<file path="config.mk">
export PLATFORM = sky130hd
export DESIGN_NAME = vector_map
export DESIGN_NICKNAME = d
export VERILOG_FILES = /design/src/vector_map_pkg.sv /design/src/vector_map.sv
export SDC_FILE = /design/constraint.sdc
export NUM_CORES = 2
export LEC_CHECK = 0
export ABC_AREA = 1
export BUFFER_PORTS_ARGS = -buffer_cell sky130_fd_sc_hd__buf_2
export CAP_MARGIN = 30
export CELL_PAD_IN_SITES_DETAIL_PLACEMENT = 0
export CELL_PAD_IN_SITES_GLOBAL_PLACEMENT = 1
export CORE_UTILIZATION = 38
export DETAILED_ROUTE_END_ITERATION = 6
export PLACE_DENSITY = 0.85
export SYNTH_ARGS = -nofsm -noshare
export SYNTH_HDL_FRONTEND = slang
export SYNTH_SLANG_ARGS = --single-unit
</file>
<file path="constraint.sdc">
create_clock -name clk_i -period 52.5 [get_ports clk_i]
set_input_delay 10.5 -clock clk_i [delete_from_list [all_inputs] [get_ports clk_i]]
set_output_delay 10.5 -clock clk_i [all_outputs]
set_load 0.01 [all_outputs]
</file>
<file path="src/vector_map_pkg.sv">
// Constants, register map and types of the reset and vector map block.
// Assumes a 200 MHz system clock and a CPU core that fetches table entries.
package vector_map_pkg;

  localparam int          NUM_VEC    = 96;
  localparam int          NUM_WORDS  = 6;
  localparam int          NUM_PWORDS = 24;
  localparam int          NUM_TRAPS  = 4;
  // Vectors that have a peripheral source behind them.
  localparam logic [95:0] IMPL_MASK  = 96'h3FBE_210E_4066_3FE3_FFDF_3FEF;

  localparam logic [23:0] RESET_PC   = 24'h000000;
  localparam logic [23:0] TRAP_BASE  = 24'h000004;
  localparam logic [23:0] USER_BASE  = 24'h000014;
  localparam logic [23:0] ALT_OFFSET = 24'h000100;
  localparam logic [3:0]  FIRST_TRAP = 4'h1;

  // Word indices on the bus; byte address is four times the index.
  localparam logic [5:0]  IDX_FLAG   = 6'h00;
  localparam logic [5:0]  IDX_EN     = 6'h06;
  localparam logic [5:0]  IDX_PRIO   = 6'h0C;
  localparam logic [5:0]  IDX_CTRL   = 6'h24;
  localparam logic [5:0]  IDX_TRAP   = 6'h25;
  localparam logic [5:0]  IDX_ISTAT  = 6'h26;
  localparam logic [5:0]  IDX_IMASK  = 6'h27;
  localparam logic [5:0]  IDX_VSTAT  = 6'h28;

  localparam int          CTRL_ALT   = 0;
  localparam int          EV_ENTRY   = 0;
  localparam int          EV_TRAP    = 1;
  localparam int          PRIO_W     = 3;
  localparam int          FIELD_W    = 4;

  typedef enum logic [1:0]
  {
    ST_RESET = 2'b00,
    ST_IDLE  = 2'b01,
    ST_FETCH = 2'b10,
    ST_LOAD  = 2'b11
  } seq_t;

  typedef struct packed
  {
    seq_t                        seq;
    logic [NUM_VEC-1:0]          flag;
    logic [NUM_VEC-1:0]          en;
    logic [NUM_VEC-1:0][2:0]     prio;
    logic                        alt;
    logic [NUM_TRAPS-1:0]        trap_stat;
    logic [NUM_TRAPS-1:0]        trap_pend;
    logic [1:0]                  ist;
    logic [1:0]                  imask;
    logic                        ack;
    logic [31:0]                 dat;
    logic                        pc_load;
    logic [23:0]                 pc_value;
    logic                        fetch_req;
    logic [23:0]                 fetch_addr;
    logic [6:0]                  vec_num;
    logic                        vec_trap;
    logic                        irq;
  } state_t;

endpackage
</file>
<file path="src/vector_map.sv">
// Vector addressing, request flags and reset entry for the CPU core.
// Assumes one clock, a Wishbone classic master and a CPU that answers
// each fetch request with one entry_valid_i pulse.
module vector_map
(
  input  wire logic                   clk_i,
  input  wire logic                   rst_i,
  input  wire logic                   cyc_i,
  input  wire logic                   stb_i,
  input  wire logic                   we_i,
  input  wire logic [7:0]             adr_i,
  input  wire logic [3:0]             sel_i,
  input  wire logic [31:0]            dat_i,
  output logic      [31:0]            dat_o,
  output logic                        ack_o,
  input  wire logic [95:0]            src_i,
  input  wire logic [3:0]             trap_i,
  input  wire logic [3:0]             ipl_i,
  input  wire logic                   entry_valid_i,
  input  wire logic [23:0]            entry_data_i,
  output logic                        fetch_req_o,
  output logic      [23:0]            fetch_addr_o,
  output logic      [6:0]             vec_num_o,
  output logic                        vec_trap_o,
  output logic                        pc_load_o,
  output logic      [23:0]            pc_value_o,
  output logic                        irq_o
);
  import vector_map_pkg::*;

  state_t                 st_r;
  state_t                 st_nxt;
  logic   [NUM_VEC-1:0]   req;
  logic                   best_ok;
  logic   [6:0]           best_num;
  logic   [2:0]           best_prio;
  logic                   trap_ok;
  logic   [1:0]           trap_num;
  logic   [5:0]           idx;
  logic                   acc;
  logic   [15:0]          wmask;
  logic   [15:0]          wword;

  assign idx   = adr_i[7:2];
  assign acc   = cyc_i && stb_i && !st_r.ack;
  assign wmask = {{8{sel_i[1]}}, {8{sel_i[0]}}};

  // A vector requests only when it has a source, is flagged, enabled and
  // carries a nonzero priority.
  genvar g;
  for (g = 0; g < NUM_VEC; g++)
  begin : g_req
    assign req[g] = IMPL_MASK[g] && st_r.flag[g] && st_r.en[g] &&
                    (st_r.prio[g] != 3'h0);
  end

  // Scanning from the top lets a lower vector take over a tie.
  always_comb
  begin
    best_ok   = 1'b0;
    best_num  = 7'h00;
    best_prio = 3'h0;
    for (int n = NUM_VEC - 1; n >= 0; n--)
    begin
      if (req[n] && st_r.prio[n] >= best_prio)
      begin
        best_ok   = 1'b1;
        best_num  = n[6:0];
        best_prio = st_r.prio[n];
      end
    end
    trap_ok  = 1'b0;
    trap_num = 2'h0;
    for (int t = NUM_TRAPS - 1; t >= 0; t--)
    begin
      if (st_r.trap_pend[t])
      begin
        trap_ok  = 1'b1;
        trap_num = t[1:0];
      end
    end
  end

  always_comb
  begin
    st_nxt           = st_r;
    st_nxt.ack       = 1'b0;
    st_nxt.pc_load   = 1'b0;
    st_nxt.dat       = 32'h0000_0000;
    wword            = 16'h0000;

    // Register reads; unmapped words read zero.
    for (int w = 0; w < NUM_WORDS; w++)
    begin
      if (idx == IDX_FLAG + w[5:0])
        st_nxt.dat[15:0] = st_r.flag[w*16 +: 16];
      if (idx == IDX_EN + w[5:0])
        st_nxt.dat[15:0] = st_r.en[w*16 +: 16];
    end
    for (int w = 0; w < NUM_PWORDS; w++)
      if (idx == IDX_PRIO + w[5:0])
        for (int k = 0; k < 4; k++)
          st_nxt.dat[k*FIELD_W +: PRIO_W] = st_r.prio[w*4 + k];
    if (idx == IDX_CTRL)
      st_nxt.dat[CTRL_ALT] = st_r.alt;
    if (idx == IDX_TRAP)
      st_nxt.dat[4:1] = st_r.trap_stat;
    if (idx == IDX_ISTAT)
      st_nxt.dat[1:0] = st_r.ist;
    if (idx == IDX_IMASK)
      st_nxt.dat[1:0] = st_r.imask;
    if (idx == IDX_VSTAT)
      st_nxt.dat[9:0] = {st_r.vec_trap, st_r.fetch_req, st_r.vec_num};
    if (!acc)
      st_nxt.dat = 32'h0000_0000;
    else
      st_nxt.ack = 1'b1;

    // Register writes with byte lanes 0 and 1.
    if (acc && we_i)
    begin
      for (int w = 0; w < NUM_WORDS; w++)
      begin
        if (idx == IDX_FLAG + w[5:0])
          st_nxt.flag[w*16 +: 16] = (st_r.flag[w*16 +: 16] & ~wmask) |
                                    (dat_i[15:0] & wmask);
        if (idx == IDX_EN + w[5:0])
          st_nxt.en[w*16 +: 16] = (st_r.en[w*16 +: 16] & ~wmask) |
                                  (dat_i[15:0] & wmask);
      end
      for (int w = 0; w < NUM_PWORDS; w++)
      begin
        if (idx == IDX_PRIO + w[5:0])
        begin
          for (int k = 0; k < 4; k++)
            wword[k*FIELD_W +: PRIO_W] = st_r.prio[w*4 + k];
          wword = (wword & ~wmask) | (dat_i[15:0] & wmask);
          for (int k = 0; k < 4; k++)
            st_nxt.prio[w*4 + k] = wword[k*FIELD_W +: PRIO_W];
        end
      end
      if (idx == IDX_CTRL && sel_i[0])
        st_nxt.alt = dat_i[CTRL_ALT];
      if (idx == IDX_TRAP && sel_i[0])
        st_nxt.trap_stat = dat_i[4:1];
      if (idx == IDX_IMASK && sel_i[0])
        st_nxt.imask = dat_i[1:0];
    end
    if (acc && !we_i && idx == IDX_ISTAT)
      st_nxt.ist = 2'h0;

    // Hardware sets come after software writes so that a set wins.
    st_nxt.flag      = (st_nxt.flag | src_i) & IMPL_MASK;
    st_nxt.en        = st_nxt.en & IMPL_MASK;
    for (int n = 0; n < NUM_VEC; n++)
      if (!IMPL_MASK[n])
        st_nxt.prio[n] = 3'h0;
    st_nxt.trap_stat = st_nxt.trap_stat | trap_i;
    st_nxt.trap_pend = st_r.trap_pend | trap_i;
    if (trap_i != 4'h0)
      st_nxt.ist[EV_TRAP] = 1'b1;

    case (st_r.seq)
      ST_RESET:
        st_nxt.seq = ST_IDLE;
      ST_IDLE:
      begin
        if (trap_ok || (best_ok && {1'b0, best_prio} > ipl_i))
        begin
          st_nxt.seq       = ST_FETCH;
          st_nxt.fetch_req = 1'b1;
          st_nxt.vec_trap  = trap_ok;
          if (trap_ok)
          begin
            st_nxt.vec_num    = {3'h0, {2'b00, trap_num} + FIRST_TRAP};
            st_nxt.fetch_addr = TRAP_BASE +
                                {19'h0, {2'b00, trap_num} + FIRST_TRAP,
                                 1'b0};
          end
          else
          begin
            st_nxt.vec_num    = best_num;
            st_nxt.fetch_addr = USER_BASE + {16'h0, best_num, 1'b0};
          end
          if (st_r.alt)
            st_nxt.fetch_addr = st_nxt.fetch_addr + ALT_OFFSET;
        end
      end
      ST_FETCH:
      begin
        if (entry_valid_i)
        begin
          st_nxt.seq            = ST_LOAD;
          st_nxt.fetch_req      = 1'b0;
          st_nxt.pc_load        = 1'b1;
          st_nxt.pc_value       = entry_data_i;
          st_nxt.ist[EV_ENTRY]  = 1'b1;
          if (st_r.vec_trap)
            st_nxt.trap_pend[st_r.vec_num[1:0] - 2'h1] = 1'b0;
        end
      end
      ST_LOAD:
        st_nxt.seq = ST_IDLE;
      default:
        st_nxt.seq = ST_IDLE;
    endcase
    st_nxt.irq = |(st_nxt.ist & st_nxt.imask);
  end

  always_ff @(posedge clk_i)
  begin
    if (rst_i)
    begin
      st_r          <= '0;
      st_r.seq      <= ST_RESET;
      st_r.pc_load  <= 1'b1;
      st_r.pc_value <= RESET_PC;
    end
    else
      st_r <= st_nxt;
  end

  assign dat_o        = st_r.dat;
  assign ack_o        = st_r.ack;
  assign fetch_req_o  = st_r.fetch_req;
  assign fetch_addr_o = st_r.fetch_addr;
  assign vec_num_o    = st_r.vec_num;
  assign vec_trap_o   = st_r.vec_trap;
  assign pc_load_o    = st_r.pc_load;
  assign pc_value_o   = st_r.pc_value;
  assign irq_o        = st_r.irq;

  // Checks: a lower vector with the same or higher priority must not wait.
  logic beaten;
  always_comb
  begin
    beaten = 1'b0;
    for (int n = 0; n < NUM_VEC; n++)
      if (req[n] && n < best_num && st_r.prio[n] >= best_prio)
        beaten = 1'b1;
  end
endmodule

</file>
# After elaboration in Yosys (flattened, before gate mapping)
# Index checks and enable logic that the tools add are counted.
totals:
  reg_bits: 552
  in_bits: 178
classes:
  addsub: 5
  magnitude_cmp: 64
  n_eq_ne: 45
  muxes: 412
  bitwise_logic: 81
  reduce_logical: 298
op_table:
  columns: ["op", "n"]
  rows:
  - ["$mux 12", 70]
  - ["$mux 483", 1]
  - ["$mux 3", 157]
  - ["$mux 7", 61]
  - ["$mux 16", 24]
  - ["$and 15x15->15", 24]
  - ["$or 15x15->15", 24]
  - ["$logic_and 1x1->1", 193]
  - ["$reduce_bool 3->1", 61]
  - ["$ge 3x3->1", 60]
  - ["$or 16x16->16", 11]
  - ["$and 16x16->16", 8]
  - ["$eq 6x5->1 const B", 16]
  - ["$or 94x94->94", 1]
  - ["$mux 1", 72]
  - ["$reduce_and 2->1", 32]
  - ["$mux 31", 2]
  - ["$eq 6x6->1 const B", 9]
  - ["$and 14x16->16", 3]
  - ["$eq 6x4->1 const B", 8]
  - ["$mux 33", 1]
  - ["$mux 26", 1]
  - ["$mux 25", 1]
  - ["$add 24x9->24 const B", 1]
  - ["other kinds (40)", 64]

# Longest topological paths before layout
depth:
  ltp_word: 193
  depth_mapped: 550
  mapped_depth_nobuf: 549

# Worst setup path before layout
# OpenSTA, ideal clock, no wires.
synth_timing:
  kind: "register -> register"
  from: "reg with a tool-made name"
  to: "reg st_r (netlist bit vec_trap_o)"
  setup_ns: 0.086
  t_arrival_ns: 54.980
  required_ns: 52.414
  path_slack_ns: -2.565
  stages_incl_launch_ff: 510
  synth_period_minus_slack_ns: 55.065
  path_cell_list: "dfxtp_1 nor2_1 nand2_1 and3_1 inv_1 nor2_1 ha_1 inv_1 nand2_1 nand2_1 nand2_1 nand2_2 nand2_1 o21a_1 inv_1 ha_1 clkinv_1 nand2_1 [474 not listed] o21ai_1 ha_1 a21oi_1 o211ai_1 nand2_1 inv_1 nand2_1 o21ai_1 ha_1 a21oi_1 nor2_1 nor2_1 a311oi_1 nand2_1 nand2_2 nand2_4 buf_8 a211oi_1"
synth_lines:
  columns: ["item", "line", "text"]
  rows:
  - ["to (signal assigned)", "vector_map.sv:220", "st_r <= st_nxt;"]
  - ["to (decl)", "vector_map.sv:31", "state_t st_r;"]

==> results.txt <==
----------------------------------------------------
[Pwr]
  Total power density per cell area ... 22.4 mW/mm^2
  Relative contribution of sequential cells to total power ... 0.418
  Combinational share of power ... 0.102
  Total design power ... around 0.73 mW
  Leakage power summed over all cells ... ~15 nW
  Switch share ... 0.267
  Net Sw Power ... 0.195 mW
  Proportion of power drawn by the clock network ... 0.479
  Max VDD drop ... between 0.02 and 0.025 mV
  Internal power of the cells ... 0.535 mW

[Outcome]
  Outcome ... complete, but fails checks
  Failing checks ... setup timing

[STA]
  Peak clock frequency supported by timing ... 18.0 MHz
  Worst-Margin Slew ... 0.994 ns
  Number of hold violations in the final report ... 0
  Worst slack on hold paths ... between 0.4 and 0.5 ns
  Clock skew after layout ... 0.0204 ns
  Final WS setup ... -2.95 ns
  Count of final setup violators ... 19
  Final number of max-transition violations ... 0
  Period Utilization, post-route ... 1.06
  Setup repair after global routing missed its margin ... true
  Worst relative slew slack ... 0.337
  Post-layout minimum cycle time ... 55.45 ns

[Routing]
  1st-pass router iterations ... 6
  DRC marker count from the first detailed-route iteration ... about 2,800
  Routed wirelength normalized by instance count ... 19.5 um
  DR vias ... around 28,000
  Total wire length ... 102 mm
  Vias per cell ... 5.41
  Remaining design rule violation count ... 0
  Antenna violation net count after detailed routing ... 0

[Logic synthesis]
  Top cell types by occurrence after synthesis ... 663 x nand2_1, 592 x inv_1, 498 x a21oi_1, 431 x o21ai_0, 380 x dfxtp_1
  Syn Std Cell Area ... 0.0248 mm^2
  Number of instances in the synthesized netlist ... 3,815
  Prevailing post-synth register cell ... dfxtp_1
  Library cell occupying the most area in the post-synthesis netlist ... dfxtp_1
  Synthesis Warnings ... 0
  Post-synthesis share of cell area spent on full adders, half adders and majority gates ... 0.0389
  Xor/xnor share of the synthesized area ... 0
  EDFF count, synth ... 0
  Simple-gate share of the synthesized area ... 0.265
  Sequential-to-total area share from yosys stat ... 0.307
  Top cell type's share of synthesized area ... 0.307
  Number of distinct library cells after synthesis ... 61
  Count of state elements after synthesis ... 380
  Leading post-synthesis cells by cell area ... dfxtp_1 31%, a21oi_1 10%, nand2_1 10%, inv_1 9.0%, o21ai_0 8.7%
  Post-synthesis area per instance ... around 6.5 um^2
  Post-synthesis mux area share ... 0.000404
  Fraction of registers with async set or reset after synthesis ... 0
  Most used standard cell by instance count after synthesis ... nand2_1
  Complex-gate fraction of the synthesized area ... 0.249
  Largest family of logic cells by synthesized area ... simple AND/OR/NAND/NOR gates

[Global route]
  Number of global-route vias before repair ... 25,300
  Pin count of the biggest net entering global routing ... 92
  Wire length of the first global-routing pass ... approximately 150 mm
  Total Routing Usage GR ... 0.289
  Antenna violations before repair ... 3
  Sum of overflow across all layers after global routing ... 0

[Worst setup path]
  Crit path launch type ... flip-flop
  Slack of the worst reg-to-reg path ... -2.95 ns
  Worst Path Buf+Inv ... approximately 110
  Critical path class ... flip-flop to flip-flop
  Most repeated library cell on the critical path ... nand2_2
  Req. time, crit path ... 52.94 ns
  Endpoint kind of the worst setup timing path ... flip-flop
  Top Family by Delay on Critical Path ... simple AND/OR/NAND/NOR gates
  End of the worst register-to-register path ... vec_num_o[0]
  Delay of the slowest cell on the worst path ... 0.32 ns
  Highest fanout seen on the critical path ... 7
  Cell count of the worst reg-to-reg path ... 533
  Worst path slowest cell ... dfxtp_2
  Worst EP arrival ... 55.90 ns

[Placement]
  Placed Instances ... 4,949
  Port buffer count ... approximately 180
  Detailed-placement wirelength estimate ... 73.1 mm
  Cell area reported after detailed placement ... 0.0282 mm^2
  Routability-driven placement congestion ratio ... 0.956

[Die]
  Area of the core region ... 0.0645 mm^2
  Number of placement rows ... 93
  Horiz. Die Dim ... ~260 um
  Starting density of the core ... 0.384
  Vert. Die Dim ... around 260 um
  Area of the die ... 0.0662 mm^2
  Num ports ... 270

[Finish]
  Fillers ... 6,393
  Proportion of layout cells with a drive suffix above 1 ... 0.299
  Final cell count without fillers ... 5,201
  Final #Nets ... 4,564
  Layout area overhead ... 31.4%
  Post-route standard cell area excluding fillers ... 0.0326 mm^2

[Min path]
  End of the worst hold path ... fetch_addr_o[6]
  Start point of the worst hold path ... fetch_addr_o[6]
  Worst min-delay path category ... flip-flop to flip-flop
  Worst hold path stage count ... 2

[Clock tree]
  Clock insertion delay at the later pin of the skew report ... 0.60 ns
  Root Buffer Master ... clkbuf_16
  Clock tree sinks ... 380
  TritonCTS clock tree ... built
  Clock Pin Slew Worst Setup and Hold Paths ... 0.06 ns
  Count of H-tree levels built during CTS ... 2
  Buffers from clock root to sink, at most ... 3
  Clock buffers created by TritonCTS ... 45

[Flow run]
  Reported max-cap violation count ... 0

----------------------------------------------------
## stage by stage
stage                     setup TNS (ns)   util  worst slack (ns)
after CTS                         -47.75  0.480             -2.57
final                             -55.17  0.505             -2.95
after global routing             -132.34  0.505             -7.03
after detailed placement          -69.93  0.438             -3.72
after floorplan                   -0.804      -           -0.0756
after global placement            -54.94  0.438             -2.92
## placed cells by master (no fill, tap or decap), types with 9 or more instances in the layout
cell type / instances
nand3_1: 116
nand3_4: 40
o2111ai_1: 18
dfxtp_1: 377
nand4_1: 59
nand3_2: 73
a21oi_2: 80
a31oi_1: 9
o31ai_1: 22
o211ai_1: 27
clkbuf_16: 45
conb_1: 32
o22ai_1: 20
ha_4: 19
nand2_1: 581
buf_2: 182
inv_1: 520
clkinv_1: 13
o221ai_1: 10
inv_2: 71
nor3_1: 25
buf_4: 428
ha_1: 57
or2_2: 14
clkbuf_8: 10
o21ai_4: 14
nor2_1: 275
nand2_4: 25
a21oi_1: 418
a221oi_1: 21
o21a_1: 13
o21ai_0: 380
nand2_2: 174
o21ai_2: 47
## worst min-delay path: cells and delay by family (launching register included)
family          cells  cell delay, ns
flops               1            0.31
simple gates        1            0.06
compound gates      1            0.05
## per-layer routing
layer	share of wire	routed length, um	global-route usage	vias up
li1	-	-	-	13600
met1	0.43	43300	0.396	13200
met2	0.44	44900	0.452	1204
met3	0.086	8750	0.0403	222
met4	0.046	4650	0.123	2
met5	0.00011	11	0	-
## how the worst max path moves through the flow
stage / cells past startpoint / end / start / slack, ns
floorplan: 533 / vec_num_o[2] / flip-flop / -0.08
global placement: 524 / vec_num_o[3] / flip-flop / -2.92
detailed placement: 527 / vec_num_o[1] / flip-flop / -3.72
CTS: 532 / fetch_addr_o[3] / flip-flop / -2.57
global route: 534 / vec_num_o[6] / flip-flop / -7.03
finish: 533 / vec_num_o[0] / flip-flop / -2.95
## power by group through the flow
stage               combinational (mW)  sequential [mW]  clock (mW)
floorplan                       0.0433            0.309           0
global placement                0.0654            0.311           0
detailed placement              0.0661            0.311           0
CTS                             0.0699            0.305       0.353
global route                    0.0804            0.306       0.363
finish                          0.0748            0.306       0.350
## cell type report
| cell class | count | area, um^2 | area share |
|---|---|---|---|
| multi-input combinational | 2644 | 15600 | 0.479 |
| clock inverter | 19 | 328 | 0.0101 |
| clock buffer | 63 | 1290 | 0.0397 |
| tap | 855 | 1070 | 0.0329 |
| sequential | 380 | 7610 | 0.234 |
| inverter | 617 | 2370 | 0.0727 |
| antenna | 2 | 5.00 | 0.000154 |
| timing repair inverter | 1 | 8.76 | 0.000269 |
| timing repair buffer | 620 | 4280 | 0.131 |
## cell families after synthesis
family / Yosys count
simple gates: 1406
compound gates: 1128
buf+inv: 822
flops: 380
fa+ha+maj: 77
mux: 1
other cells: 1
## timing repair
item / CTS / global route
setup buffers: 88 / 79
endpoints found under the setup margin: 19 / 19
gates resized for setup: 96 / 279
pin swaps: 121 / 230
gates cloned: 1 / 1
hold buffers: 0 / 0
Note: power is estimated with default switching activity, not from simulation.
